==> src/core/pctb_pkg.sv <==
package pctb_pkg;

   ////////////////////////////////////////////////////////////////////////////
   // Tail geometry
   localparam logic [4:0] PCTB_LEN_BASE     = 5'h16;
   localparam logic [4:0] PCTB_LEN_SEQ      = 5'h1A;
   localparam logic [4:0] PCTB_IDX_FLAG     = 5'h05;
   localparam logic [4:0] PCTB_IDX_RPM      = 5'h08;
   localparam logic [4:0] PCTB_IDX_TS       = 5'h0A;
   localparam logic [4:0] PCTB_IDX_MODE     = 5'h0E;
   localparam logic [4:0] PCTB_IDX_FACT     = 5'h0F;
   localparam logic [4:0] PCTB_IDX_DATE     = 5'h10;
   localparam logic [4:0] PCTB_IDX_SEQ      = 5'h16;

   ////////////////////////////////////////////////////////////////////////////
   // Field values
   localparam logic [7:0] PCTB_FLAG_HOT     = 8'h01;
   localparam logic [7:0] PCTB_FLAG_NORMAL  = 8'h00;
   localparam logic [7:0] PCTB_RESERVED     = 8'h00;
   // Arbitrary factory code
   localparam logic [7:0] PCTB_FACTORY_CODE = 8'h5A;
   localparam logic [7:0] PCTB_YEAR_BASE    = 8'h00;
   localparam logic [31:0] PCTB_US_MAX      = 32'h000F_4240;

   ////////////////////////////////////////////////////////////////////////////
   // Timing
   localparam int unsigned PCTB_CLK_MHZ     = 100;
   localparam int unsigned PCTB_US_CYCLES   = PCTB_CLK_MHZ;
   localparam int unsigned PCTB_SHUTDOWN_S  = 60;

   typedef enum logic [1:0] {
      PCTB_RET_STRONGEST = 2'b00,
      PCTB_RET_LAST      = 2'b01,
      PCTB_RET_DUAL      = 2'b10
   } pctb_ret_t;

   localparam logic [7:0] PCTB_CODE_STRONGEST = 8'h37;
   localparam logic [7:0] PCTB_CODE_LAST      = 8'h38;
   localparam logic [7:0] PCTB_CODE_DUAL      = 8'h39;

   typedef enum logic [1:0] {
      PCTB_ST_NORMAL   = 2'b00,
      PCTB_ST_COUNTING = 2'b01,
      PCTB_ST_SHUTDOWN = 2'b10
   } pctb_state_t;

   typedef struct packed {
      logic [7:0] year;
      logic [7:0] month;
      logic [7:0] day;
      logic [7:0] hour;
      logic [7:0] minute;
      logic [7:0] second;
   } pctb_date_t;

   typedef struct packed {
      logic       valid;
      logic [7:0] data;
      logic       last;
   } pctb_byte_t;

endpackage : pctb_pkg

==> src/core/pctb_tail_builder.sv <==
`timescale 1ns/1ps
`default_nettype none

module pctb_tail_builder
   import pctb_pkg::*;
#(
   parameter int unsigned SHUTDOWN_S = PCTB_SHUTDOWN_S
) (
   // Clock and reset
   input  wire logic              clk_in,
   input  wire logic              rst_in,
   // Configuration
   input  wire logic              seq_enable_in,
   input  wire pctb_pkg::pctb_ret_t ret_mode_in,
   input  wire logic [15:0]       motor_rpm_in,
   // Time base and sensor
   input  wire logic              pps_in,
   input  wire pctb_pkg::pctb_date_t date_in,
   input  wire logic              overheat_in,
   // Tail request and stream
   input  wire logic              start_in,
   input  wire logic              ready_in,
   output var  pctb_pkg::pctb_byte_t tail_out,
   output logic                   busy_out,
   // Status
   output logic                   hot_flag_out,
   output logic                   shutdown_out,
   output logic [31:0]            seq_count_out
);
   import pctb_pkg::*;

   ////////////////////////////////////////////////////////////////////////////
   // Input synchronisers
   logic [1:0] pps_sync_reg, hot_sync_reg;
   logic       pps_prev_reg;
   logic       pps_rise;
   always_ff @(posedge clk_in) begin
      if (rst_in) begin
         pps_sync_reg <= 2'b00;
         hot_sync_reg <= 2'b00;
         pps_prev_reg <= 1'b0;
      end else begin
         pps_sync_reg <= {pps_sync_reg[0], pps_in};
         hot_sync_reg <= {hot_sync_reg[0], overheat_in};
         pps_prev_reg <= pps_sync_reg[1];
      end
   end
   assign pps_rise = pps_sync_reg[1] & ~pps_prev_reg;

   ////////////////////////////////////////////////////////////////////////////
   // Microsecond time base
   logic [6:0]  div_reg, div_next;
   logic [31:0] us_reg, us_next;
   logic        us_tick;
   assign us_tick = (div_reg == 7'(PCTB_US_CYCLES - 1));
   always_comb begin
      div_next = us_tick ? 7'h00 : div_reg + 7'h01;
      us_next  = us_reg;
      if (pps_rise) begin
         div_next = 7'h00;
         us_next  = 32'h0000_0000;
      end else if (us_tick && us_reg < PCTB_US_MAX) begin
         us_next  = us_reg + 32'h0000_0001;
      end
   end
   always_ff @(posedge clk_in) begin
      if (rst_in) begin
         div_reg <= 7'h00;
         us_reg  <= 32'h0000_0000;
      end else begin
         div_reg <= div_next;
         us_reg  <= us_next;
      end
   end

   ////////////////////////////////////////////////////////////////////////////
   // Overheat supervisor
   pctb_state_t st_reg, st_next;
   logic [31:0] sec_reg, sec_next;
   always_comb begin
      st_next  = st_reg;
      sec_next = sec_reg;
      case (st_reg)
         PCTB_ST_NORMAL: begin
            if (hot_sync_reg[1]) begin
               st_next  = PCTB_ST_COUNTING;
               sec_next = 32'h0000_0000;
            end
         end
         PCTB_ST_COUNTING: begin
            if (!hot_sync_reg[1]) begin
               st_next = PCTB_ST_NORMAL;
            end else if (pps_rise) begin
               sec_next = sec_reg + 32'h0000_0001;
               if (sec_next >= SHUTDOWN_S) begin
                  st_next = PCTB_ST_SHUTDOWN;
               end
            end
         end
         PCTB_ST_SHUTDOWN: begin
            if (!hot_sync_reg[1]) begin
               st_next = PCTB_ST_NORMAL;
            end
         end
         default: st_next = PCTB_ST_NORMAL;
      endcase
   end
   always_ff @(posedge clk_in) begin
      if (rst_in) begin
         st_reg  <= PCTB_ST_NORMAL;
         sec_reg <= 32'h0000_0000;
      end else begin
         st_reg  <= st_next;
         sec_reg <= sec_next;
      end
   end
   // Flag follows the synchronised condition, so it rises without waiting for the shutdown count
   assign hot_flag_out = hot_sync_reg[1];
   assign shutdown_out = (st_reg == PCTB_ST_SHUTDOWN);

   ////////////////////////////////////////////////////////////////////////////
   // Tail sequencer
   logic        act_reg, act_next;
   logic        seqon_reg, seqon_next;
   logic [4:0]  idx_reg, idx_next;
   logic [4:0]  len;
   logic [31:0] seq_reg, seq_next;
   logic [31:0] ts_reg, ts_next;
   logic [7:0]  flag_reg, flag_next, mode_reg, mode_next;
   logic [15:0] rpm_reg, rpm_next;
   pctb_date_t  date_reg, date_next;
   pctb_byte_t  out_reg, out_next;
   logic [7:0]  cur;
   logic        adv;

   assign len = seqon_reg ? PCTB_LEN_SEQ : PCTB_LEN_BASE;
   assign adv = !out_reg.valid || ready_in;

   // Byte selector, little endian multi-byte fields except the date, which is sent year first
   always_comb begin
      cur = PCTB_RESERVED;
      if (idx_reg == PCTB_IDX_FLAG) begin
         cur = flag_reg;
      end else if (idx_reg >= PCTB_IDX_RPM && idx_reg < PCTB_IDX_TS) begin
         cur = rpm_reg[8*(idx_reg[0]) +: 8];
      end else if (idx_reg >= PCTB_IDX_TS && idx_reg < PCTB_IDX_MODE) begin
         cur = ts_reg[8*(idx_reg - PCTB_IDX_TS) +: 8];
      end else if (idx_reg == PCTB_IDX_MODE) begin
         cur = mode_reg;
      end else if (idx_reg == PCTB_IDX_FACT) begin
         cur = PCTB_FACTORY_CODE;
      end else if (idx_reg >= PCTB_IDX_DATE && idx_reg < PCTB_IDX_SEQ) begin
         cur = date_reg[8*(5 - (idx_reg - PCTB_IDX_DATE)) +: 8];
      end else if (idx_reg >= PCTB_IDX_SEQ) begin
         cur = seq_reg[8*(idx_reg - PCTB_IDX_SEQ) +: 8];
      end
   end

   always_comb begin
      act_next   = act_reg;
      seqon_next = seqon_reg;
      idx_next   = idx_reg;
      seq_next   = seq_reg;
      ts_next    = ts_reg;
      flag_next  = flag_reg;
      mode_next  = mode_reg;
      rpm_next   = rpm_reg;
      date_next  = date_reg;
      out_next   = out_reg;
      if (out_reg.valid && ready_in) begin
         out_next.valid = 1'b0;
      end
      if (!act_reg && start_in) begin
         // Snapshot every field so the tail is self-consistent
         act_next   = 1'b1;
         idx_next   = 5'h00;
         seqon_next = seq_enable_in;
         ts_next    = us_reg;
         flag_next  = hot_flag_out ? PCTB_FLAG_HOT : PCTB_FLAG_NORMAL;
         rpm_next   = motor_rpm_in;
         date_next  = date_in;
         date_next.year = date_in.year - PCTB_YEAR_BASE;
         case (ret_mode_in)
            PCTB_RET_LAST: mode_next = PCTB_CODE_LAST;
            PCTB_RET_DUAL: mode_next = PCTB_CODE_DUAL;
            default:       mode_next = PCTB_CODE_STRONGEST;
         endcase
      end else if (act_reg && adv) begin
         out_next.valid = 1'b1;
         out_next.data  = cur;
         out_next.last  = (idx_reg == len - 5'h01);
         idx_next       = idx_reg + 5'h01;
         if (idx_reg == len - 5'h01) begin
            act_next = 1'b0;
            seq_next = seq_reg + 32'h0000_0001;
         end
      end
   end

   always_ff @(posedge clk_in) begin
      if (rst_in) begin
         act_reg   <= 1'b0;
         seqon_reg <= 1'b0;
         idx_reg   <= 5'h00;
         seq_reg   <= 32'h0000_0000;
         ts_reg    <= 32'h0000_0000;
         flag_reg  <= PCTB_FLAG_NORMAL;
         mode_reg  <= PCTB_CODE_STRONGEST;
         rpm_reg   <= 16'h0000;
         date_reg  <= '0;
         out_reg   <= '0;
      end else begin
         act_reg   <= act_next;
         seqon_reg <= seqon_next;
         idx_reg   <= idx_next;
         seq_reg   <= seq_next;
         ts_reg    <= ts_next;
         flag_reg  <= flag_next;
         mode_reg  <= mode_next;
         rpm_reg   <= rpm_next;
         date_reg  <= date_next;
         out_reg   <= out_next;
      end
   end

   assign tail_out      = out_reg;
   assign busy_out      = act_reg || out_reg.valid;
   assign seq_count_out = seq_reg;

endmodule : pctb_tail_builder

`default_nettype wire

==> config.mk <==
export PLATFORM = sky130hd
export DESIGN_NAME = pctb_tail_builder
export DESIGN_NICKNAME = d
export VERILOG_FILES = /design/src/core/pctb_pkg.sv /design/src/core/pctb_tail_builder.sv
export SDC_FILE = /design/constraint.sdc
export NUM_CORES = 1
export LEC_CHECK = 0
export ABC_AREA = 1
export ABC_CLOCK_PERIOD_IN_PS = 3100
export BUFFER_PORTS_ARGS = -buffer_cell sky130_fd_sc_hd__buf_2
export CORE_MARGIN = 2
export CORE_UTILIZATION = 45
export CTS_CLUSTER_SIZE = 8
export DETAILED_ROUTE_END_ITERATION = 8
export HOLD_SLACK_MARGIN = 0.03
export PLACE_DENSITY = 0.63
export SYNTH_ARGS = -nofsm -noshare
export SYNTH_HDL_FRONTEND = slang
export SYNTH_SLANG_ARGS = --single-unit
==> constraint.sdc <==
create_clock -name clk_in -period 3.1 [get_ports clk_in]
set_input_delay 0.62 -clock clk_in [delete_from_list [all_inputs] [get_ports clk_in]]
set_output_delay 0.62 -clock clk_in [all_outputs]
set_load 0.005 [all_outputs]
# Yosys cells after proc, flatten, opt, wreduce, memory -nomap -nowiden
# Index checks and enable logic that the tools add are counted.
# W data, S select, Z words.
word_totals:
  register_bits: 239
  wordCells: 114
op_classes:
  n_addsub: 10
  order_cmp: 9
  eq_ne: 15
  n_shift: 4
  muxes: 26
  n_bitwise: 3
  reduce_logical: 23
ops:
  columns: ["operator", "count"]
  rows:
  - ["$add A32 B1 Y32 const B", 3]
  - ["$mux W32", 3]
  - ["$shiftx A32 B33 Y8", 2]
  - ["$pmux W32 S2", 1]
  - ["$mux W8", 7]
  - ["$shiftx A48 B33 Y8", 1]
  - ["$ge A32 B6 Y1 const B", 1]
  - ["$lt A32 B20 Y1 const B", 1]
  - ["$mux W10", 2]
  - ["$shiftx A16 B5 Y8", 1]
  - ["$sub A5 B5 Y6 const B", 2]
  - ["$eq A5 B4 Y1 const B", 2]
  - ["$ge A5 B4 Y1 const B", 2]
  - ["$ge A5 B5 Y1 const B", 2]
  - ["$lt A5 B4 Y1 const B", 2]
  - ["$mux W2", 5]
  - ["$ne A2 B2 Y1 const B", 4]
  - ["$pmux W4 S2", 1]
  - ["$reduce_and A4 Y1", 2]
  - ["$add A7 B1 Y7 const B", 1]
  - ["$eq A7 B7 Y1 const B", 1]
  - ["$logic_and A1 B1 Y1", 7]
  - ["$sub A4 B6 Y7 const A", 1]
  - ["$ne A3 B3 Y1 const B", 2]
  - ["other kinds (21)", 34]

# Logic depth before layout (Yosys ltp)
# Gate-level depths: netlist (run 1).
depth:
  word_depth: 11
  mapped_depth: 20

# Least setup slack after synthesis (run 1)
# OpenSTA, ideal clock, no wires.
synth_path:
  path_type: "register to register"
  from: "register idx_reg[1]"
  to: "register out_reg (netlist bit tail_out[6])"
  t_arrival_ps: 2340
  t_required_ps: 3030
  path_slack_ps: 689
  path_stages_with_launch: 19
  n_path_buf: 5
  period_less_slack_ps: 2411
  cell_sequence: "dfxtp_1 buf_2 inv_2 buf_2 buf_2 ha_1 buf_2 inv_1 buf_2 nand3_1 nor2_1 nand2_1 a21oi_1 nand2_1 nand2_1 nand2_1 nand2_1 nand2_1 a21oi_1"
synth_via:
  elab_chain_len: 9
synth_lines:
  columns: ["item", "line", "source"]
  rows:
  - ["start, declared", "pctb_tail_builder.sv:125", "logic [4:0] idx_reg, idx_next;"]
  - ["start signal, assigned", "pctb_tail_builder.sv:215", "idx_reg <= idx_next;"]
  - ["$sub A5 B5 Y6 (on tied branches)", "pctb_tail_builder.sv:153, pctb_tail_builder.sv:155", null]
  - ["$sub A4 B6 Y7 or $shiftx A32 B33 Y8 (tied branches)", "pctb_tail_builder.sv:153, pctb_tail_builder.sv:155", null]
  - ["$shiftx A48 B33 Y8 or $mux W8 (tied branches)", "pctb_tail_builder.sv:153, pctb_tail_builder.sv:154", null]
  - ["$mux W8", "pctb_tail_builder.sv:152", "end else if (idx_reg >= PCTB_IDX_DATE && idx_reg < PCTB_IDX_SEQ) begin"]
  - ["$mux W8", "pctb_tail_builder.sv:150", "end else if (idx_reg == PCTB_IDX_FACT) begin"]
  - ["$mux W8", "pctb_tail_builder.sv:148", "end else if (idx_reg == PCTB_IDX_MODE) begin"]
  - ["$mux W8", "pctb_tail_builder.sv:146", "end else if (idx_reg >= PCTB_IDX_TS && idx_reg < PCTB_IDX_MODE) begin"]
  - ["$mux W8", "pctb_tail_builder.sv:144", "end else if (idx_reg >= PCTB_IDX_RPM && idx_reg < PCTB_IDX_TS) begin"]
  - ["$mux W8 *", "pctb_tail_builder.sv:142", "if (idx_reg == PCTB_IDX_FLAG) begin"]
  - ["end signal, assigned", "pctb_tail_builder.sv:222", "out_reg <= out_next;"]
  - ["end, declared", "pctb_tail_builder.sv:132", "pctb_byte_t out_reg, out_next;"]
# Mark *: on every way between the ends. The rest lies on a longest branch, timed or not.
# A chain may end at the register's enable or synchronous reset.

# Final worst setup path (run 1)
layout_path:
  from: "register idx_reg[2]"
  to: "register out_reg (netlist bit tail_out[2])"
# The elaborated chain is that of the path after synthesis.

==> results of run 1 <==
power breakdown:
part / total [µW] / internal (µW) / switching [µW]
sequential: 3050 / 3000 / 47.4
combinational: 481 / 158 / 323
clock: 3320 / 2000 / 1320
total: 6850 / 5160 / 1690
synth_stat cells (2+ instances only):
master | n | area (µm²)
clkbuf_1 | 46 | 173
xnor2_1 | 5 | 43.8
o211ai_1 | 7 | 52.6
nor4_1 | 13 | 81.3
nand4_1 | 22 | 138
o21ai_0 | 137 | 686
o22ai_1 | 12 | 75.1
nand2_1 | 517 | 1940
nor3b_1 | 3 | 22.5
nand3_2 | 3 | 30.0
nor3b_2 | 2 | 25.0
o21ai_1 | 9 | 45.0
nand2_2 | 5 | 31.3
nor3_1 | 30 | 150
a211oi_1 | 2 | 15.0
inv_2 | 6 | 22.5
a31oi_1 | 10 | 62.6
nor2_4 | 5 | 56.3
dfxtp_1 | 227 | 4540
buf_2 | 18 | 90.1
inv_1 | 184 | 691
nor2_1 | 138 | 518
ha_1 | 12 | 150
a22o_1 | 15 | 131
nand3_1 | 56 | 280
xor2_1 | 28 | 245
o21a_1 | 3 | 22.5
nor2_2 | 12 | 75.1
a21oi_1 | 151 | 756
nor3_2 | 4 | 40.0
nand3b_1 | 9 | 67.6
buf_1 | 8 | 30.0
worst max path at each step:
stage                  end  depth (start not counted)  startpoint  slack, ns
2_1_floorplan  tail_out[6]                         18  idx_reg[1]       0.69
3_3_place_gp   tail_out[6]                         16  idx_reg[2]       0.75
3_5_place_dp   tail_out[2]                         12  idx_reg[2]       0.65
4_1_cts        tail_out[2]                         12  idx_reg[2]       0.62
5_1_grt        tail_out[8]                         14  idx_reg[2]       0.28
6_report       tail_out[2]                         12  idx_reg[2]       0.62
kinds of logic (layout without fill, tap and decap cells):
kind of cell | after synthesis | in the layout
AND/OR/NAND/NOR | 823 | 823
flip-flops | 227 | 227
XOR/XNOR | 33 | 33
buffers and inverters | 262 | 367
adder cells (fa/ha/maj) | 12 | 12
AO/OA/AOI/OAI | 349 | 349
worst min-delay path, delay by kind of cell:
family / cells / cell delay, ns
buffers and inverters: 1 / 0.07
AND/OR/NAND/NOR: 2 / 0.09
area by class of cell:
cell class                      count  area [µm²]
Clock buffer                       38         876
Clock inverter                      3        56.3
Fill cell                        2566       11800
Inverter                          190         713
Multi-Input combinational cell   1217        5820
Sequential cell                   227        4550
Tap cell                          330         413
Timing Repair Buffer              136         741
metal layers:
layer | GRT usage (%) | up-vias | part of all wire (%)
met5 | 0 | - | 0
met4 | 7.84 | 0 | 2.7
met3 | 3.51 | 58 | 5.3
met2 | 39.4 | 301 | 45
met1 | 33.3 | 5068 | 47
li1 | - | 5704 | -
metrics by stage:
step | hold WS, ns | std cells
5_1_grt | 0.298 | 2141
3_5_place_dp | 0.402 | 2100
3_3_place_gp | 0.394 | 2100
2_1_floorplan | 0.388 | 1706
4_1_cts | 0.283 | 2141
6_report | 0.295 | 2141
==> results.yml, run 1 <==
drt:
  vias_per_cell: 5.20
  first_pass_iters: 5
  drt-wirelength-per-cell_um: 15.1
  vias: 11131
  totalWireLength_um: 32300
  ant_nets: 0
  drcViolationCount: 0
  dr.first_iter.drc_count: 984
timing:
  maxSlewHeadroom_pct: 35.2
  setup_ws_ns: 0.615
  finalCriticalPeriod_ns: 2.48
  skew_ns: 0.0130
  setup_violations: 0
  worst-slew-pin-transition_ns: 0.971
  hold_viol: 0
  fin_setup_tns_ns: 0
  rsz0062_at_grt: "no"
  fmax_mhz: 402
  drv_slew: 0
  fin_crit_sh_pct: 80.1
global_route:
  globalRouteTotalUtil_pct: 24.3
  antenna_found_initial: 0
  grt_max_degree: 69
  gr-total-overflow: 0
  grt_pass1_vias: 10333
  grt_pass1_wl_um: 52200
flow_run:
  drv_cap: 0
setup_path:
  r2r_start: "idx_reg[2]"
  slowest_delay_ns: 0.57
  crit_type: "register to register"
  worst_path_max_delay_cell: "ha_1"
  endpoint_kind: "register"
  crit_buf_inv: 2
  reg2reg_depth: 12
  arrival_ns: 2.93
  timing.rr.end: "tail_out[2]"
  critPathMaxFanout: 12
  cp_common_cell: "nand2_1"
  critPathTopFamily: "compound AO/OA/AOI/OAI gates"
  startpoint_type: "register"
  crit_chain: "inv_1, ha_1, inv_1, a21oi_1, o21ai_0, nand2_1, nand2_1, a21oi_1, o21ai_0, nand2_1, nand2_1, a21oi_1"
  required_ns: 3.54
  r2r_setup_slack_ns: 0.62
floorplan:
  io-pin-count: 118
  dieArea_um2: 26500
  core_area_um2: 25000
  die_y_um: 163
  row_count: 58
  start_util_pct: 45.5
  die_x_um: 163
place:
  gp_congestion: 0.910
  place_area_um2: 12200
  dp_slack_ns: 0.653
  port_buffers: 117
  hpwl_um: 23400
cells_and_area:
  largest_reg_flops: 48
  mostFrequentLayoutCell: "nand2_1"
  utilization_pct: 52.7
  stdcell_area_um2: 13200
  nNetsFinal: 1891
  area_growth_pct: 15.9
  layout_common_cells: "nand2_1, dfxtp_1, inv_1, a21oi_1, o21ai_0"
  diodes: 0
  drive_above_1_share_pct: 12.0
yosys:
  ys_async_sr_fraction_pct: 0
  synthXorXnorAreaFrac_pct: 2.55
  yosysSeqAreaShare_pct: 40.0
  avgSynthCellArea_um2: 6.65
  synth_top_family_by_area: "simple AND/OR/NAND/NOR gates"
  synth_mux_area_share_pct: 0
  ys_ff_latch: 227
  synth_flop_cell: "dfxtp_1"
  syn-num-nets: 1791
  synthSimpleGateAreaFrac_pct: 30.8
  synth_compound_area_share_pct: 16.5
  synthAdderAreaFrac_pct: 1.32
  synthCells: 1706
  synth_edf_count: 0
  yosysWarnings: 0
  syn_area_um2: 11400
  yosysUniqueCellTypes: 39
hold_path:
  min_from: "date_in[29]"
  min_path_cells: 3
  worstHoldEndpoint: "date_reg[29]"
  hold_path_class: "primary input to register"
clocking:
  cts_tree: "built"
  h-tree-depth: 2
  clock_tree.buffer_depth: 3
  cts_root_buf: "clkbuf_16"
  ctsResizeCount: 0
  cts_hold_buf: 0
  cts.sinks: 227
  post_cts_buffers: 0
  cts.clk_slew.worst_paths_ns: 0.05
  cts_buffers: 34
  clock_latency_ns: 0.52
pwr:
  p_leak_uw: 0.00519
  peakVddDrop_mv: 0.423
  p_total_uw: 6850
  powerDensity_nw_per_um2: 520
run_status:
  status: "completed"
No activity file was read; power rests on OpenSTA's default activity.
==> inputs of run 2 (changes only) <==
- ABC_CLOCK_PERIOD_IN_PS: 3100 -> 2100
- PLACE_DENSITY: 0.63 -> 0.65
- clock period: 3.1 -> 2.1 ns (I/O delays scaled with it)
==> run 2 against run 1 <==
Net effect: core utilization increased by 1.8 points; worst hold slack got worse by 0.19 ns; die area unchanged; count of clock-buffer cells in the layout decreased by 1; non-clock buffer count increased by 39; wire length increased by 2.3%; global-route usage increased by 0.70 points; combinational power increased by 58%.
==> results.yml, run 2 (synthesized netlist as in run 1, its figures left out) <==
global_route:
  globalRouteTotalUtil_pct: 25.0
  antenna_found_initial: 2
  grt_max_degree: 59
  grt_pass1_vias: 10594
  gr-total-overflow: 0
  grt_pass1_wl_um: 53600
timing:
  hold_slack_ns: 0.109
  hold_viol: 0
  maxSlewHeadroom_pct: 62.0
  fin_crit_sh_pct: 95.2
  setup_ws_ns: 0.102
  fmax_mhz: 500
  drv_slew: 0
  rsz0062_at_grt: "yes"
  setup_violations: 0
  worst-slew-pin-transition_ns: 0.570
  finalCriticalPeriod_ns: 2.00
  skew_ns: 0.0163
pwr:
  pwr-share-seq_pct: 44.6
  netSwitchingPower_uw: 2440
  internal-power_uw: 7640
  powerDensity_nw_per_um2: 741
  p_sw_share_pct: 24.2
  p_leak_uw: 0.00542
  pwr-share-comb_pct: 7.5
  clock_power_share_pct: 47.9
  peakVddDrop_mv: 0.609
place:
  hpwl_um: 24500
  gp_congestion: 0.904
  dp_slack_ns: 0.0287
  port_buffers: 117
setup_path:
  critPathMaxFanout: 4
  slowest_delay_ns: 0.35
  cp_common_cell: "nand2_1"
  arrival_ns: 2.43
  startpoint_type: "register"
  endpoint_kind: "register"
  crit_chain: "buf_4, ha_2, inv_1, nor2_4, nor2_4, nor2_1, nand2_1, a21oi_1, nor2_1, nand2_1, nand2_1, nand2_1, nand2_1, a21oi_1"
  worst_path_max_delay_cell: "dfxtp_1"
  required_ns: 2.53
  crit_type: "register to register"
clocking:
  h-tree-depth: 2
  cts_root_buf: "clkbuf_16"
  clock_tree.buffer_depth: 3
  cts.sinks: 227
  cts_hold_buf: 0
  cts_buffers: 34
  cts_tree: "built"
  clock_latency_ns: 0.51
  cts.clk_slew.worst_paths_ns: 0.05
drt:
  vias: 11251
  vias_per_cell: 5.16
  route.met3.wl_um: 1720
  first_pass_iters: 7
  top_layer_used: "met4"
  met2_length_um: 15300
  ant_nets: 0
  wl_met1_um: 15400
  totalWireLength_um: 33000
  drcViolationCount: 0
  drt-wirelength-per-cell_um: 15.2
  dr.first_iter.drc_count: 945
floorplan:
  start_util_pct: 45.5
  core_area_um2: 25000
  row_count: 58
  io-pin-count: 118
  dieArea_um2: 26500
  die_y_um: 163
  die_x_um: 163
cells_and_area:
  utilization_pct: 54.5
  area_growth_pct: 19.8
  nNetsFinal: 1930
  drive_above_1_share_pct: 15.2
  mostFrequentLayoutCell: "nand2_1"
  layout_common_cells: "nand2_1, dfxtp_1, inv_1, a21oi_1, o21ai_0"
  largest_reg_flops: 48
run_status:
  status: "completed"
flow_run:
  drv_cap: 0
hold_path:
  hold_path_class: "primary input to register"
==> run 2: changes by cell type in the layout (fill, tap and decap cells not counted), sizes merged <==
cell      change
buf          +39
inv           -1
diode         +2
clkbuf        -1
clkinvlp      +1
==> run 2: path summary, 6_finish.rpt <==
path | startpoint | endpoint | slack [ns] | cells after the start
max | idx_reg[2] | tail_out[5] | 0.10 | 14
min reg2reg | pps_sync_reg[0] | pps_sync_reg[1] | 0.42 | 2
min | date_in[27] | date_reg[27] | 0.11 | 3
max reg2reg | idx_reg[2] | tail_out[5] | 0.10 | 14
==> run 2: area by class of cell <==
| class | count | area, µm² |
|---|---|---|
| clock inverter | 3 | 33.8 |
| timing repair buffer | 175 | 1070 |
| inverter | 190 | 719 |
| antenna | 2 | 5.00 |
| fill | 2531 | 11400 |
| multi-input combinational | 1217 | 5930 |
| sequential | 227 | 4550 |
| tap | 330 | 413 |
| clock buffer | 37 | 882 |
==> run 2: metrics by stage <==
step	area, µm²	power [µW]	instances	setup TNS, ns
final	13600	10100	2181	0
after global routing	13600	10500	2181	-0.0809
after CTS	13500	10200	2175	0
after detailed placement	12500	5330	2135	0
after global placement	12500	5320	2135	0
after floorplan	11400	5030	1706	0
==> run 2: power groups by stage <==
stage / registers [µW] / logic [µW] / clock network (µW)
finish: 4500 / 759 / 4820
CTS: 4490 / 752 / 4930
global route: 4500 / 854 / 5120
detailed placement: 4580 / 748 / 0
floorplan: 4560 / 476 / 0
global placement: 4580 / 745 / 0
==> run 2: timing repair <==
item                                    CTS  global route
endpoints found under the setup margin    0            14
gates resized for setup                   0            29
setup buffers                             0             4
==> run 2: per-layer routing <==
| layer | vias to the layer above | track usage, % |
|---|---|---|
| li1 | 5769 | - |
| met1 | 5150 | 33.8 |
| met2 | 273 | 41.5 |
| met3 | 59 | 3.67 |
| met4 | 0 | 7.00 |
| met5 | - | 0 |
==> run 2: worst max-delay path: cells and delay by family, from the launching register on <==
family,cells,cell delay [ns]
adders and majority gates,1,0.21
AOI/OAI and AO/OA,2,0.34
buffers and inverters,2,0.25
DFF,1,0.35
and+or+nand+nor,9,0.74
==> inputs of run 3 (changes only) <==
- ABC_AREA: 1 -> unset
- CELL_PAD_IN_SITES_DETAIL_PLACEMENT: unset -> 2
- CELL_PAD_IN_SITES_GLOBAL_PLACEMENT: unset -> 2
- CORE_UTILIZATION: 45 -> 33
- PLACE_DENSITY: 0.65 -> 0.74
==> run 3 against run 2 <==
Net effect: sequential share of layout area fell by 0.13 points; wire length is 19% higher; the run now ends with negative setup slack left; synthesized area down 9.8%; clock power is 4.8% higher.
==> results.yml, run 3 <==
pwr:
  pwr-share-comb_pct: 6.7
  pwr-share-seq_pct: 43.9
  p_sw_share_pct: 24.2
  p_total_uw: 10200
  peakVddDrop_mv: 0.532
  powerDensity_nw_per_um2: 745
  p_leak_uw: 0.00546
  netSwitchingPower_uw: 2470
  clock_power_share_pct: 49.4
  internal-power_uw: 7750
setup_path:
  arrival_ns: 2.68
  r2r_setup_slack_ns: -0.19
  timing.rr.end: "st_reg[1]"
  startpoint_type: "register"
  critPathTopFamily: "simple AND/OR/NAND/NOR gates"
  critPathMaxFanout: 5
  crit_type: "register to register"
  endpoint_kind: "register"
  worst_path_max_delay_cell: "or4_4"
  slowest_delay_ns: 0.52
  crit_chain: "ha_4, nand3_4, or4_4, or4_1, a22oi_1, nand4_1, a21oi_1, a211oi_2"
  crit_buf_inv: 0
  r2r_start: "sec_reg[1]"
  required_ns: 2.48
  reg2reg_depth: 8
timing:
  drv_slew: 0
  fmax_mhz: 436
  skew_ns: 0.0455
  maxSlewHeadroom_pct: 49.7
  worst-slew-pin-transition_ns: 0.752
  finalCriticalPeriod_ns: 2.29
  setup_violations: 13
  hold_viol: 0
  fin_crit_sh_pct: 109
  rsz0062_at_grt: "yes"
  setup_ws_ns: -0.195
yosys:
  yosysSeqAreaShare_pct: 44.4
  yosysMostFrequentCell: "dfxtp_1"
  synth_top_area_share_pct: 44.4
  ys_async_sr_fraction_pct: 0
  yosysWarnings: 0
  synth_flop_cell: "dfxtp_1"
  yosysUniqueCellTypes: 70
  synthTopCellsByCount: "dfxtp_1, nor2_1, a22o_1, nand2_1, a21oi_1"
  syn-num-nets: 1152
  synthCells: 1067
  syn_area_um2: 10200
  avgSynthCellArea_um2: 9.60
  ys_ff_latch: 227
  synth_edf_count: 0
  synth_largest_area_cell: "dfxtp_1"
  synth.area.top_cells: "dfxtp_1, a22o_1, mux4_2"
global_route:
  grt_max_degree: 101
  grt_pass1_wl_um: 59000
  grt_pass1_vias: 10425
  antenna_found_initial: 0
  globalRouteTotalUtil_pct: 22.5
  gr-total-overflow: 0
clocking:
  clock_tree.buffer_depth: 3
  clock_latency_ns: 0.54
  cts_root_buf: "clkbuf_16"
  cts_buffers: 34
  h-tree-depth: 2
  cts.clk_slew.worst_paths_ns: 0.07
  cts_hold_buf: 0
  cts.sinks: 227
  cts_tree: "built"
drt:
  first_pass_iters: 5
  ant_nets: 0
  wl_met1_um: 15900
  dr.first_iter.drc_count: 564
  top_layer_used: "met4"
  route.met3.wl_um: 1440
  drcViolationCount: 0
  totalWireLength_um: 39400
  vias: 9482
  drt-wirelength-per-cell_um: 23.1
  met2_length_um: 20500
  vias_per_cell: 5.56
hold_path:
  min_from: "date_in[8]"
  worstHoldEndpoint: "date_reg[8]"
  hold_path_class: "primary input to register"
  min_path_cells: 2
place:
  gp_congestion: 0.823
  port_buffers: 117
  hpwl_um: 25000
  place_area_um2: 12200
run_status:
  violations: "negative setup slack"
  status: "finished, violations left"
cells_and_area:
  layout_common_cells: "dfxtp_1, buf_4, buf_2, nor2_1, a22o_1"
  area_growth_pct: 33.9
  largest_reg_flops: 48
  fillCellCount: 3248
  mostFrequentLayoutCell: "dfxtp_1"
  nNetsFinal: 1389
  drive_above_1_share_pct: 33.7
  stdcell_area_um2: 13700
  utilization_pct: 44.8
  diodes: 0
floorplan:
  die_x_um: 180
  dieArea_um2: 32500
  die_y_um: 180
  row_count: 64
  io-pin-count: 118
  start_util_pct: 33.5
  core_area_um2: 30600
flow_run:
  drv_cap: 0
run 3: cell count changes after synthesis, sizes merged, moves of 14 or more:
cell and change:
nand2 -462, inv -177, a21oi -103, o21ai -102, a22o +85, nor2 -48
mux4 +24, and2 +22, and3 +20, mux2i +18, xnor2 +18, nand3 -17
nor2b +16, nor3 -14
run 3: cell type report:
type / count / area, µm² / share of cell area [%]
multi-input combinational: 755 / 5740 / 41.9
clock inverter: 2 / 32.5 / 0.237
timing repair buffer: 272 / 1900 / 13.9
tap: 396 / 495 / 3.61
clock buffer: 39 / 911 / 6.64
sequential: 227 / 4570 / 33.3
inverter: 14 / 65.1 / 0.474
run 3: through the flow:
stage	setup TNS, ns	setup slack, ns	std cells	hold WS [ns]
final	-0.834	-0.195	1705	0.0993
after global routing	-2.86	-0.322	1705	0.106
after CTS	-0.303	-0.163	1688	0.103
after detailed placement	-2.13	-0.207	1640	0.437
after global placement	-0.981	-0.155	1640	0.432
after floorplan	-0.393	-0.204	1067	0.414
run 3: layer usage:
layer	global-route usage [%]	vias up
li1	-	4385
met1	26.3	4786
met2	40.9	218
met3	3.58	93
met4	8.74	0
met5	0	-
run 3: how the worst max path moves through the flow:
stage                          start         to  cells after the start
after floorplan           sec_reg[1]  st_reg[1]                      9
after global placement    sec_reg[2]  st_reg[1]                     10
after detailed placement  sec_reg[1]  st_reg[1]                      8
after CTS                 sec_reg[1]  st_reg[1]                      8
after global routing      sec_reg[3]  st_reg[1]                     10
final                     sec_reg[1]  st_reg[1]                      8
run 3: cell families after synthesis:
logic type | Yosys count | share of synthesized area [%]
simple gates | 377 | 19.2
compound gates | 258 | 18.2
flops | 227 | 44.4
buf+inv | 85 | 4.01
xor+xnor | 64 | 5.47
mux | 44 | 7.26
fa+ha+maj | 12 | 1.47
run 3: repair_timing:
action                     4_1_cts  5_1_grt
pin swaps                       17       41
buffers inserted                 7       18
resized for setup               27       86
setup endpoints to repair       39       49
run 3: power groups by stage:
| stage | clock, µW | sequential (µW) | combinational, µW |
|---|---|---|---|
| after floorplan | 0 | 4540 | 352 |
| after global placement | 0 | 4570 | 575 |
| after detailed placement | 0 | 4570 | 592 |
| after CTS | 5100 | 4480 | 634 |
| after global routing | 5350 | 4490 | 733 |
| final | 5050 | 4490 | 682 |
